**config.mk**
```make
export PLATFORM = sky130hd
export DESIGN_NAME = fsa_align_gen
export DESIGN_NICKNAME = d
export VERILOG_FILES = /design/src/core/fsa_pkg.sv /design/src/core/fsa_ext_sync_b.sv /design/src/core/fsa_frame_out.sv /design/src/core/fsa_align_gen.sv
export VERILOG_INCLUDE_DIRS = /design/src /design/src/core
export SDC_FILE = /design/constraint.sdc
export NUM_CORES = 1
export LEC_CHECK = 0
export ABC_AREA = 1
export ABC_CLOCK_PERIOD_IN_PS = 3800
export BUFFER_PORTS_ARGS = -buffer_cell sky130_fd_sc_hd__clkbuf_2
export CAP_MARGIN = 40
export CORE_MARGIN = 4
export CORE_UTILIZATION = 45
export DETAILED_ROUTE_END_ITERATION = 8
export GPL_TIMING_DRIVEN = 0
export PLACE_DENSITY = 0.63
export SYNTH_ARGS = -nofsm -noshare
export SYNTH_HDL_FRONTEND = slang
export SYNTH_SLANG_ARGS = --single-unit
```
**constraint.sdc**
```tcl
create_clock -name mclk_in -period 3.8 [get_ports mclk_in]
set_input_delay 0.76 -clock mclk_in [delete_from_list [all_inputs] [get_ports mclk_in]]
set_output_delay 0.76 -clock mclk_in [all_outputs]
set_load 0.01 [all_outputs]
```
**src/core/fsa_defs.svh**
```systemverilog
`ifndef FSA_DEFS_SVH
`define FSA_DEFS_SVH
// Operating-state code meaning locked
`define FSA_DPLL_LOCKED      3'h4
// Auto-reference field top pair marking three-input mode
`define FSA_AUTO_REF_TRIPLE  2'h3
// Input clock codes on the selected-reference field
`define FSA_REF_IN2          4'h2
`define FSA_REF_IN3          4'h3
`define FSA_REF_IN4          4'h4
`define FSA_REF_IN5          4'h5
`define FSA_REF_IN6          4'h6
`define FSA_REF_IN9          4'h9
// Consecutive good edges needed to qualify
`define FSA_QUAL_COUNT       7'h40
// Resample-clock edges per 2 kHz frame at 6.48 MHz, 19.44 MHz, 38.88 MHz
`define FSA_FRAME_648        15'h0CA8
`define FSA_FRAME_1944       15'h25F8
`define FSA_FRAME_3888       15'h4BF0
`endif

```
**src/core/fsa_pkg.sv**
```systemverilog
package fsa_pkg;
   typedef enum logic [1:0] {
      FSA_SRC_NONE = 2'b00,
      FSA_SRC_A    = 2'b01,
      FSA_SRC_B    = 2'b10,
      FSA_SRC_C    = 2'b11
   } fsa_src_t;
   typedef enum logic [1:0] {
      FSA_Q_IDLE = 2'b00,
      FSA_Q_HUNT = 2'b01,
      FSA_Q_OK   = 2'b10
   } fsa_qstate_t;
endpackage : fsa_pkg

```
**src/core/fsa_ext_sync_b.sv**
```systemverilog
`timescale 1ns/10ps
`default_nettype none
module fsa_ext_sync_b (
   input  wire logic mclk_in,
   input  wire logic arst_n_in,
   input  wire logic d_in,
   output var  logic q_out
);
   logic meta_q;
   // Two stages against metastability; first stage read only here
   always_ff @(posedge mclk_in or negedge arst_n_in) begin
      if (!arst_n_in) begin
         meta_q <= 1'b0;
         q_out  <= 1'b0;
      end else begin
         meta_q <= d_in;
         q_out  <= meta_q;
      end
   end
endmodule : fsa_ext_sync_b
`default_nettype wire

```
**src/core/fsa_frame_out.sv**
```systemverilog
`timescale 1ns/10ps
`default_nettype none
`include "fsa_defs.svh"
module fsa_frame_out (
   input  wire logic mclk_in,
   input  wire logic arst_n_in,
   input  wire logic en_in,
   input  wire logic pulse_sel_in,
   input  wire logic invert_in,
   input  wire logic square_in,
   input  wire logic start_in,
   input  wire logic out3_rise_in,
   output var  logic frame_out
);
   logic pend_q;
   logic low_q;
   logic raw;
   always_ff @(posedge mclk_in or negedge arst_n_in) begin
      if (!arst_n_in) begin
         pend_q <= 1'b0;
         low_q  <= 1'b0;
      end else begin
         if (start_in) begin
            pend_q <= 1'b1;
         end else if (out3_rise_in && pend_q) begin
            pend_q <= 1'b0;
         end
         if (out3_rise_in) begin
            low_q <= pend_q;
         end
      end
   end
   // Square or pulse form, low for one period
   assign raw = pulse_sel_in ? !low_q : square_in;
   // Disabled output held low; polarity flip
   always_ff @(posedge mclk_in or negedge arst_n_in) begin
      if (!arst_n_in) begin
         frame_out <= 1'b0;
      end else begin
         frame_out <= en_in & (raw ^ invert_in);
      end
   end
endmodule : fsa_frame_out
`default_nettype wire

```
**src/core/fsa_align_gen.sv**
```systemverilog
`timescale 1ns/10ps
`default_nettype none
`include "fsa_defs.svh"
// Function
// - Each frame output driven only while enabled, else held low.
// - 8 kHz output is a square wave when pulse-select clear.
// - 8 kHz pulse form goes low one out-clock-three period per frame.
// - 8 kHz invert bit flips polarity of either form.
// - 2 kHz output is a square wave when pulse-select clear.
// - 2 kHz pulse form goes low one out-clock-three period per frame.
// - 2 kHz invert bit flips polarity of either form.
// - A sync fall while active realigns both the 8 kHz and 2 kHz outputs.
// - Alignment only when locked, enabled and qualified.
// - Enable bit clear disables all sync inputs.
// - Single-input manual mode uses sync A whenever locked.
// - Single-input auto uses A only when locked to named reference.
// - Association field maps inputs to sync A, B and C.
// - Three-input mode enables paired sync; otherwise disabled.
// - In three-input mode auto bit clears enable on reference change.
// - Locked means operating state reads 100.
// - Without external sync the generators free-run.
// - Sample on reference rising edge, phase field shifts timing.
// - Resample at 6.48 MHz, or reference rate when bit set.
// - Qualify after 64 consecutive on-boundary edges.
// - Disqualify on a single missing edge.
module fsa_align_gen (
   input  wire logic       mclk_in,
   input  wire logic       arst_n_in,
   input  wire logic       dpll_clk_in,
   input  wire logic       out_clock_three_in,
   input  wire logic       ref_clk_in,
   input  wire logic       resample_clk_in,
   input  wire logic       ext_sync_a_in,
   input  wire logic       ext_sync_b_in,
   input  wire logic       ext_sync_c_in,
   input  wire logic       frame8k_out_en_in,
   input  wire logic       frame2k_out_en_in,
   input  wire logic       frame8k_pulse_sel_in,
   input  wire logic       frame8k_invert_in,
   input  wire logic       frame2k_pulse_sel_in,
   input  wire logic       frame2k_invert_in,
   input  wire logic       ext_frame_enable_in,
   input  wire logic       ext_frame_auto_bit_in,
   input  wire logic [3:0] auto_ref_field_in,
   input  wire logic [2:0] sync_assoc_field_in,
   input  wire logic [3:0] selected_ref_in,
   input  wire logic [5:0] sync_phase_adj_in,
   input  wire logic       resample_rate_bit_in,
   input  wire logic       ref_is_3888_in,
   input  wire logic [2:0] main_dpll_state_in,
   output var  logic       frame8k_out,
   output var  logic       frame2k_out,
   output var  logic       ext_frame_clear_out,
   output var  logic       sync_qualified_out,
   output var  logic       sync_active_out,
   output var  logic [1:0] sync_source_out
);
   // Pin-side inputs, each through two flops
   logic [7:0] raw_pins;
   logic [7:0] pins_s;
   assign raw_pins = {dpll_clk_in, out_clock_three_in, ref_clk_in, resample_clk_in,
                      ext_sync_a_in, ext_sync_b_in, ext_sync_c_in, 1'b0};
   genvar gi;
   generate
      for (gi = 0; gi < 8; gi++) begin : g_sync
         fsa_ext_sync_b u_sync (
            .mclk_in   (mclk_in),
            .arst_n_in (arst_n_in),
            .d_in      (raw_pins[gi]),
            .q_out     (pins_s[gi])
         );
      end
   endgenerate

   logic dpll_s, out3_s, ref_s, rsmp_s;
   logic [2:0] sync_s;
   assign dpll_s = pins_s[7];
   assign out3_s = pins_s[6];
   assign ref_s  = pins_s[5];
   assign rsmp_s = pins_s[4];
   assign sync_s = pins_s[3:1];

   // Edge detect on the synchronised clocks
   logic dpll_d_q, out3_d_q, ref_d_q, rsmp_d_q;
   logic dpll_rise, out3_rise, ref_rise, ref_fall, rsmp_rise;
   always_ff @(posedge mclk_in or negedge arst_n_in) begin
      if (!arst_n_in) begin
         dpll_d_q <= 1'b0;
         out3_d_q <= 1'b0;
         ref_d_q  <= 1'b0;
         rsmp_d_q <= 1'b0;
      end else begin
         dpll_d_q <= dpll_s;
         out3_d_q <= out3_s;
         ref_d_q  <= ref_s;
         rsmp_d_q <= rsmp_s;
      end
   end
   assign dpll_rise = dpll_s & ~dpll_d_q;
   assign out3_rise = out3_s & ~out3_d_q;
   assign ref_rise  = ref_s & ~ref_d_q;
   assign ref_fall  = ~ref_s & ref_d_q;
   assign rsmp_rise = rsmp_s & ~rsmp_d_q;

   logic locked;
   assign locked = (main_dpll_state_in == `FSA_DPLL_LOCKED);

   // Source selection
   logic triple;
   fsa_pkg::fsa_src_t src;
   assign triple = (auto_ref_field_in[3:2] == `FSA_AUTO_REF_TRIPLE);
   always_comb begin
      src = fsa_pkg::FSA_SRC_NONE;
      // Enable clear or unlocked means no sync
      if (!ext_frame_enable_in || !locked) begin
         src = fsa_pkg::FSA_SRC_NONE;
      end else if (!triple) begin
         if (!ext_frame_auto_bit_in || selected_ref_in == auto_ref_field_in) begin
            src = fsa_pkg::FSA_SRC_A;
         end
      end else begin
         unique case (selected_ref_in)
            `FSA_REF_IN3: if (!sync_assoc_field_in[2] || !sync_assoc_field_in[0])
               src = fsa_pkg::FSA_SRC_A;
            `FSA_REF_IN5: if (!sync_assoc_field_in[2] || sync_assoc_field_in[0])
               src = fsa_pkg::FSA_SRC_A;
            `FSA_REF_IN4: if (!sync_assoc_field_in[2] || !sync_assoc_field_in[0])
               src = fsa_pkg::FSA_SRC_B;
            `FSA_REF_IN6: if (!sync_assoc_field_in[2] || sync_assoc_field_in[0])
               src = fsa_pkg::FSA_SRC_B;
            `FSA_REF_IN9: src = fsa_pkg::FSA_SRC_C;
            `FSA_REF_IN2: if (!sync_assoc_field_in[2] || sync_assoc_field_in[1])
               src = fsa_pkg::FSA_SRC_C;
            default: src = fsa_pkg::FSA_SRC_NONE;
         endcase
      end
   end

   // Clear enable pulse on reference change in three-input mode
   logic [3:0] ref_prev_q;
   always_ff @(posedge mclk_in or negedge arst_n_in) begin
      if (!arst_n_in) begin
         ref_prev_q          <= 4'h0_000;
         ext_frame_clear_out <= 1'b0;
      end else begin
         ref_prev_q          <= selected_ref_in;
         ext_frame_clear_out <= triple & ext_frame_auto_bit_in & ext_frame_enable_in
                                & (ref_prev_q != selected_ref_in);
      end
   end

   // Sample on reference edge chosen by the phase field
   logic sel_sync, samp_q, samp_d1_q;
   logic [1:0] phase;
   logic samp_edge;
   assign sel_sync = (src == fsa_pkg::FSA_SRC_B) ? sync_s[1] :
                     (src == fsa_pkg::FSA_SRC_C) ? sync_s[0] : sync_s[2];
   assign phase = (src == fsa_pkg::FSA_SRC_B) ? sync_phase_adj_in[3:2] :
                  (src == fsa_pkg::FSA_SRC_C) ? sync_phase_adj_in[5:4] :
                  sync_phase_adj_in[1:0];
   // Code 01 half early (falling edge), 1x one cycle late, 00 default
   assign samp_edge = (phase == 2'b01) ? ref_fall : ref_rise;
   always_ff @(posedge mclk_in or negedge arst_n_in) begin
      if (!arst_n_in) begin
         samp_q    <= 1'b1;
         samp_d1_q <= 1'b1;
      end else if (samp_edge) begin
         samp_d1_q <= sel_sync;
         samp_q    <= phase[1] ? samp_d1_q : sel_sync;
      end
   end

   // Resample on resample clock or reference clock
   logic rs_tick, rs_q, rs_prev_q, sync_fall;
   logic [14:0] frame_len;
   assign rs_tick = resample_rate_bit_in ? ref_rise : rsmp_rise;
   assign frame_len = !resample_rate_bit_in ? `FSA_FRAME_648 :
                      (ref_is_3888_in ? `FSA_FRAME_3888 : `FSA_FRAME_1944);
   always_ff @(posedge mclk_in or negedge arst_n_in) begin
      if (!arst_n_in) begin
         rs_q      <= 1'b1;
         rs_prev_q <= 1'b1;
      end else if (rs_tick) begin
         rs_q      <= samp_q;
         rs_prev_q <= rs_q;
      end
   end
   assign sync_fall = rs_tick & rs_prev_q & ~rs_q;

   // 64 on-boundary edges qualify, one miss disqualifies
   logic [14:0] rs_cnt_q;
   logic [6:0]  good_q;
   logic        boundary;
   fsa_pkg::fsa_qstate_t qst_q;
   assign boundary = rs_tick && (rs_cnt_q == frame_len - 15'h0_0001);
   always_ff @(posedge mclk_in or negedge arst_n_in) begin
      if (!arst_n_in) begin
         rs_cnt_q <= 15'h0_0000;
         good_q   <= 7'h0_00;
         qst_q    <= fsa_pkg::FSA_Q_IDLE;
      end else if (src == fsa_pkg::FSA_SRC_NONE) begin
         good_q <= 7'h0_00;
         qst_q  <= fsa_pkg::FSA_Q_IDLE;
      end else if (rs_tick) begin
         rs_cnt_q <= (boundary || (qst_q == fsa_pkg::FSA_Q_IDLE && sync_fall)) ?
                     15'h0_0000 : rs_cnt_q + 15'h0_0001;
         unique case (qst_q)
            fsa_pkg::FSA_Q_IDLE: if (sync_fall) qst_q <= fsa_pkg::FSA_Q_HUNT;
            fsa_pkg::FSA_Q_HUNT: begin
               if (sync_fall && !boundary) begin
                  good_q <= 7'h0_00;
                  qst_q  <= fsa_pkg::FSA_Q_IDLE;
               end else if (boundary) begin
                  if (!sync_fall) begin
                     good_q <= 7'h0_00;
                     qst_q  <= fsa_pkg::FSA_Q_IDLE;
                  end else if (good_q == `FSA_QUAL_COUNT - 7'h0_01) begin
                     qst_q <= fsa_pkg::FSA_Q_OK;
                  end else begin
                     good_q <= good_q + 7'h0_01;
                  end
               end
            end
            fsa_pkg::FSA_Q_OK: if (boundary && !sync_fall) begin
               good_q <= 7'h0_00;
               qst_q  <= fsa_pkg::FSA_Q_IDLE;
            end
            default: qst_q <= fsa_pkg::FSA_Q_IDLE;
         endcase
      end
   end

   // Active only when locked, enabled and qualified
   logic active;
   assign active = (qst_q == fsa_pkg::FSA_Q_OK) && (src != fsa_pkg::FSA_SRC_NONE);
   assign sync_qualified_out = (qst_q == fsa_pkg::FSA_Q_OK);
   assign sync_active_out    = active;
   assign sync_source_out    = src;

   // 2 kHz alignment generator: four 8 kHz quarters of 2 phases each.
   // Counts 6.48 MHz DPLL edges whatever the resample rate, so the
   // output period never moves with the resample setting.
   logic [14:0] half_q;
   logic [2:0]  ph_q;
   logic        half_end, start8, start2, align;
   assign half_end = dpll_rise && (half_q == (`FSA_FRAME_648 >> 3) - 15'h0001);
   // Realign on sync fall; else free-run
   assign align = active && sync_fall;
   always_ff @(posedge mclk_in or negedge arst_n_in) begin
      if (!arst_n_in) begin
         half_q <= 15'h0_0000;
         ph_q   <= 3'h0_0;
      end else if (align) begin
         half_q <= 15'h0_0000;
         ph_q   <= 3'h0_0;
      end else if (dpll_rise) begin
         half_q <= half_end ? 15'h0_0000 : half_q + 15'h0_0001;
         if (half_end) ph_q <= ph_q + 3'h0_1;
      end
   end
   assign start8 = align || (half_end && ph_q[0]);
   assign start2 = align || (half_end && ph_q == 3'h0_7);

   fsa_frame_out u_f8 (
      .mclk_in      (mclk_in),
      .arst_n_in    (arst_n_in),
      .en_in        (frame8k_out_en_in),
      .pulse_sel_in (frame8k_pulse_sel_in),
      .invert_in    (frame8k_invert_in),
      .square_in    (ph_q[0]),
      .start_in     (start8),
      .out3_rise_in (out3_rise),
      .frame_out    (frame8k_out)
   );
   fsa_frame_out u_f2 (
      .mclk_in      (mclk_in),
      .arst_n_in    (arst_n_in),
      .en_in        (frame2k_out_en_in),
      .pulse_sel_in (frame2k_pulse_sel_in),
      .invert_in    (frame2k_invert_in),
      .square_in    (ph_q[2]),
      .start_in     (start2),
      .out3_rise_in (out3_rise),
      .frame_out    (frame2k_out)
   );
endmodule : fsa_align_gen
`default_nettype wire

```
==> metrics.cfg <==
[status]
outcome = complete, no violations

[timing]
drv_slew = 0
finalSetupTns_ps = 0
post-route-period-util = 0.719
fin_ws_ps = 1070
slew_headroom = 0.532
hold_viol = 0
final-setup-viol-count = 0
period_minus_slack_ps = 2730
timing.hold.ws_ps = 355
worstMarginPinSlew_ps = 699
grt_setup_unrepaired = false
clock_skew_ps = 14.4
max_freq_ghz = 0.366

[placed_design]
placed_area_um2 = 4810
dp_hpwl_um = 7390
pre_cts_ws_ps = 1050
dp_cells = 753
place_congestion = 0.896
port_buffers = 45

[clock_network]
clockBufferDepth = 2
cts_num_sinks = 75
cts-root-buf = clkbuf_8
cts_resized = 0
cts_buffers = 9
clkSlewWorstSetupHoldPaths_ps = 80
htreeDepth = 3
post_cts_buffers = 0
holdBufCountCts = 0
tritoncts = yes
clkLatencyLatePin_ps = 360

[power]
peakVddDrop_v = 0.000206
p_total_mw = 2.00
power.density_nw_per_um2 = 396
combPwrFrac = 0.157
pwr-share-clk = 0.379
p_int_mw = 1.42
p_leak_nw = 2.49
swShare = 0.294
seqPwrFrac = 0.463
p_switching_uw = 589

[worst_setup_path]
startpoint_type = primary input
cp_max_fo = 5
crit_chain = clkbuf_2 > inv_1 > nor2_1 > nand3_1 > nand3_1 > nor2_1 > nor2_4 > nor2_4 > nor2_4 > clkbuf_2
r2r_slack_ps = 1670
cp_slowest_cell = nor2_4
cp-endpoint = sync_active_out
cp.arrival_ps = 1970
timing.rr.end = half_q[7]
critical-path-max-stage-delay_ps = 200
crit_path_end_kind = output pin
crit_start = selected_ref_in[2]
rr_startpoint = qst_q[1]
critical_path_required_ps = 3040
reg2reg_depth = 9
cpMostUsedCell = nor2_4
worstSetupPathType = in2out

[layout]
antennaDiodeCount = 0
final_area_um2 = 5060
finalCoreUtilization = 0.540
fillers = 954
layout.nets = 680
drive_above_1_share = 0.166
syn2layout_area_growth_pct = 15.1
stdcell_count = 769

[floorplan]
pin_count = 46
coreArea_um2 = 9370
die_w_um = 107
dieHeight_um = 107
dieArea_um2 = 11400
std_cell_rows = 35
start_util = 0.469

[grt]
grt_use_total = 0.185
antenna_found_initial = 0
grt_pass1_wl_um = 17300
first_global_vias = 3861
grt-ovfl-total = 0
grt_max_degree = 45

[routing]
first_pass_iters = 4
totalWireLength_um = 9980
drt_iter0_drc = 185
wl_per_cell_um = 13.0
antenna_left = 0
vias_per_cell = 5.15
via_count = 3963
route.detailed.drc = 0

[flow_run]
max_cap_violations = 0

[synthesis]
yosys_register_bits = 75
yosys_warnings = 0
seq_area_frac_synth = 0.428
synth_edf_count = 0
synth_flop_cell = dfrtp_1
synthArstFlopShare = 1.00
syn_area_um2 = 4400
postSynthAreaPerCell_um2 = 7.61
syn_nets = 623
ys_types = 41
synth_cells = 578

[hold_path]
hold_class = reg2reg

## critical path, delay by kind of cell
kind	cells	cell delay, ps
simple gates	7	830
buf+inv	3	370
## how the worst min path moves through the flow
| stage | slack [ps] | cells after the start | start | endpoint |
|---|---|---|---|---|
| final | 350 | 0 | g_sync[2].u_sync.meta_q | g_sync[2].u_sync.q_out |
| after global routing | 370 | 0 | g_sync[2].u_sync.meta_q | g_sync[2].u_sync.q_out |
| after CTS | 360 | 0 | g_sync[2].u_sync.meta_q | g_sync[2].u_sync.q_out |
| after detailed placement | 340 | 0 | g_sync[2].u_sync.meta_q | g_sync[2].u_sync.q_out |
| after global placement | 330 | 0 | g_sync[7].u_sync.meta_q | g_sync[7].u_sync.q_out |
| after floorplan | 330 | 0 | g_sync[1].u_sync.meta_q | g_sync[1].u_sync.q_out |
## cells in the mapped netlist (2+ instances only)
cell / instances / area [um^2]
a31oi_1: 2 / 12.5
buf_2: 3 / 15.0
inv_2: 7 / 26.3
xor2_1: 11 / 96.3
dfstp_2: 4 / 105
a21oi_1: 20 / 100
nor4_1: 5 / 31.3
o31ai_1: 4 / 30.0
o21ai_0: 26 / 130
dfrtp_1: 71 / 1780
nand2_4: 6 / 67.6
nand2_1: 141 / 529
buf_6: 3 / 33.8
nor2_1: 60 / 225
inv_1: 65 / 244
o21ai_4: 2 / 32.5
ha_1: 6 / 75.1
xnor2_1: 5 / 43.8
nand3_1: 64 / 320
nand4_1: 21 / 131
nor3_1: 21 / 105
nand2_2: 3 / 18.8
nor2_2: 3 / 18.8
nor2_4: 7 / 78.8
nand3b_1: 2 / 15.0
## logic make-up after synthesis
logic type | share of synthesized area
compound gates | 0.0859
xor+xnor | 0.0319
fa+ha+maj | 0.0171
buf+inv | 0.0754
flops | 0.428
simple gates | 0.362
## placed cells by master (no fill, tap or decap), types with 2 or more instances in the layout
cell type,instances
o31ai_1,4
buf_6,3
bufinv_16,3
nand2_4,6
dfstp_2,4
nor2_1,60
o21ai_4,2
inv_2,7
nor2_2,3
nand4_1,21
nand2_1,141
a21oi_1,20
nand3_1,64
clkbuf_2,44
a31oi_1,2
xor2_1,11
nor3_1,21
o21ai_0,26
nand3b_1,2
dfrtp_1,71
nor2_4,7
ha_1,6
inv_6,2
nor4_1,5
xnor2_1,5
inv_1,65
clkinv_4,2
nand2_2,3
clkbuf_8,9
buf_2,3
## layout make-up
cell class | count | area [um^2] | share of cell area
plain buffers | 7 | 52.6 | 0.0104
well taps | 129 | 161 | 0.0319
inverters | 73 | 279 | 0.0551
flip-flops and latches | 75 | 1880 | 0.372
multi-input cells | 423 | 2180 | 0.431
repair buffers | 46 | 255 | 0.0504
clock buffers | 9 | 124 | 0.0245
clock inverters | 7 | 124 | 0.0245
## flip-flops by register name, indices dropped and copies added, names as in the netlist, 2 cells and up
register              cells
rs_cnt_q                 15
ref_prev_q                4
qst_q                     2
g_sync.u_sync.q_out       7
ph_q                      3
half_q                   15
g_sync.u_sync.meta_q      7
good_q                    7
## metal layers
layer	vias up	share of wire	track usage
li1	2019	-	-
met1	1858	0.46	0.233
met2	79	0.49	0.321
met3	7	0.042	0.0446
met4	0	0.0053	0.0457
met5	-	0	0
## power by group through the flow
stage                     logic, mW  clock network [mW]  registers (mW)
final                         0.315               0.760           0.929
after global routing          0.363               0.817           0.937
after detailed placement      0.314                   0           0.942
after floorplan               0.217                   0           0.927
after CTS                     0.316               0.779           0.928
after global placement        0.303                   0           0.941
Power figures use the tool's default switching activity.
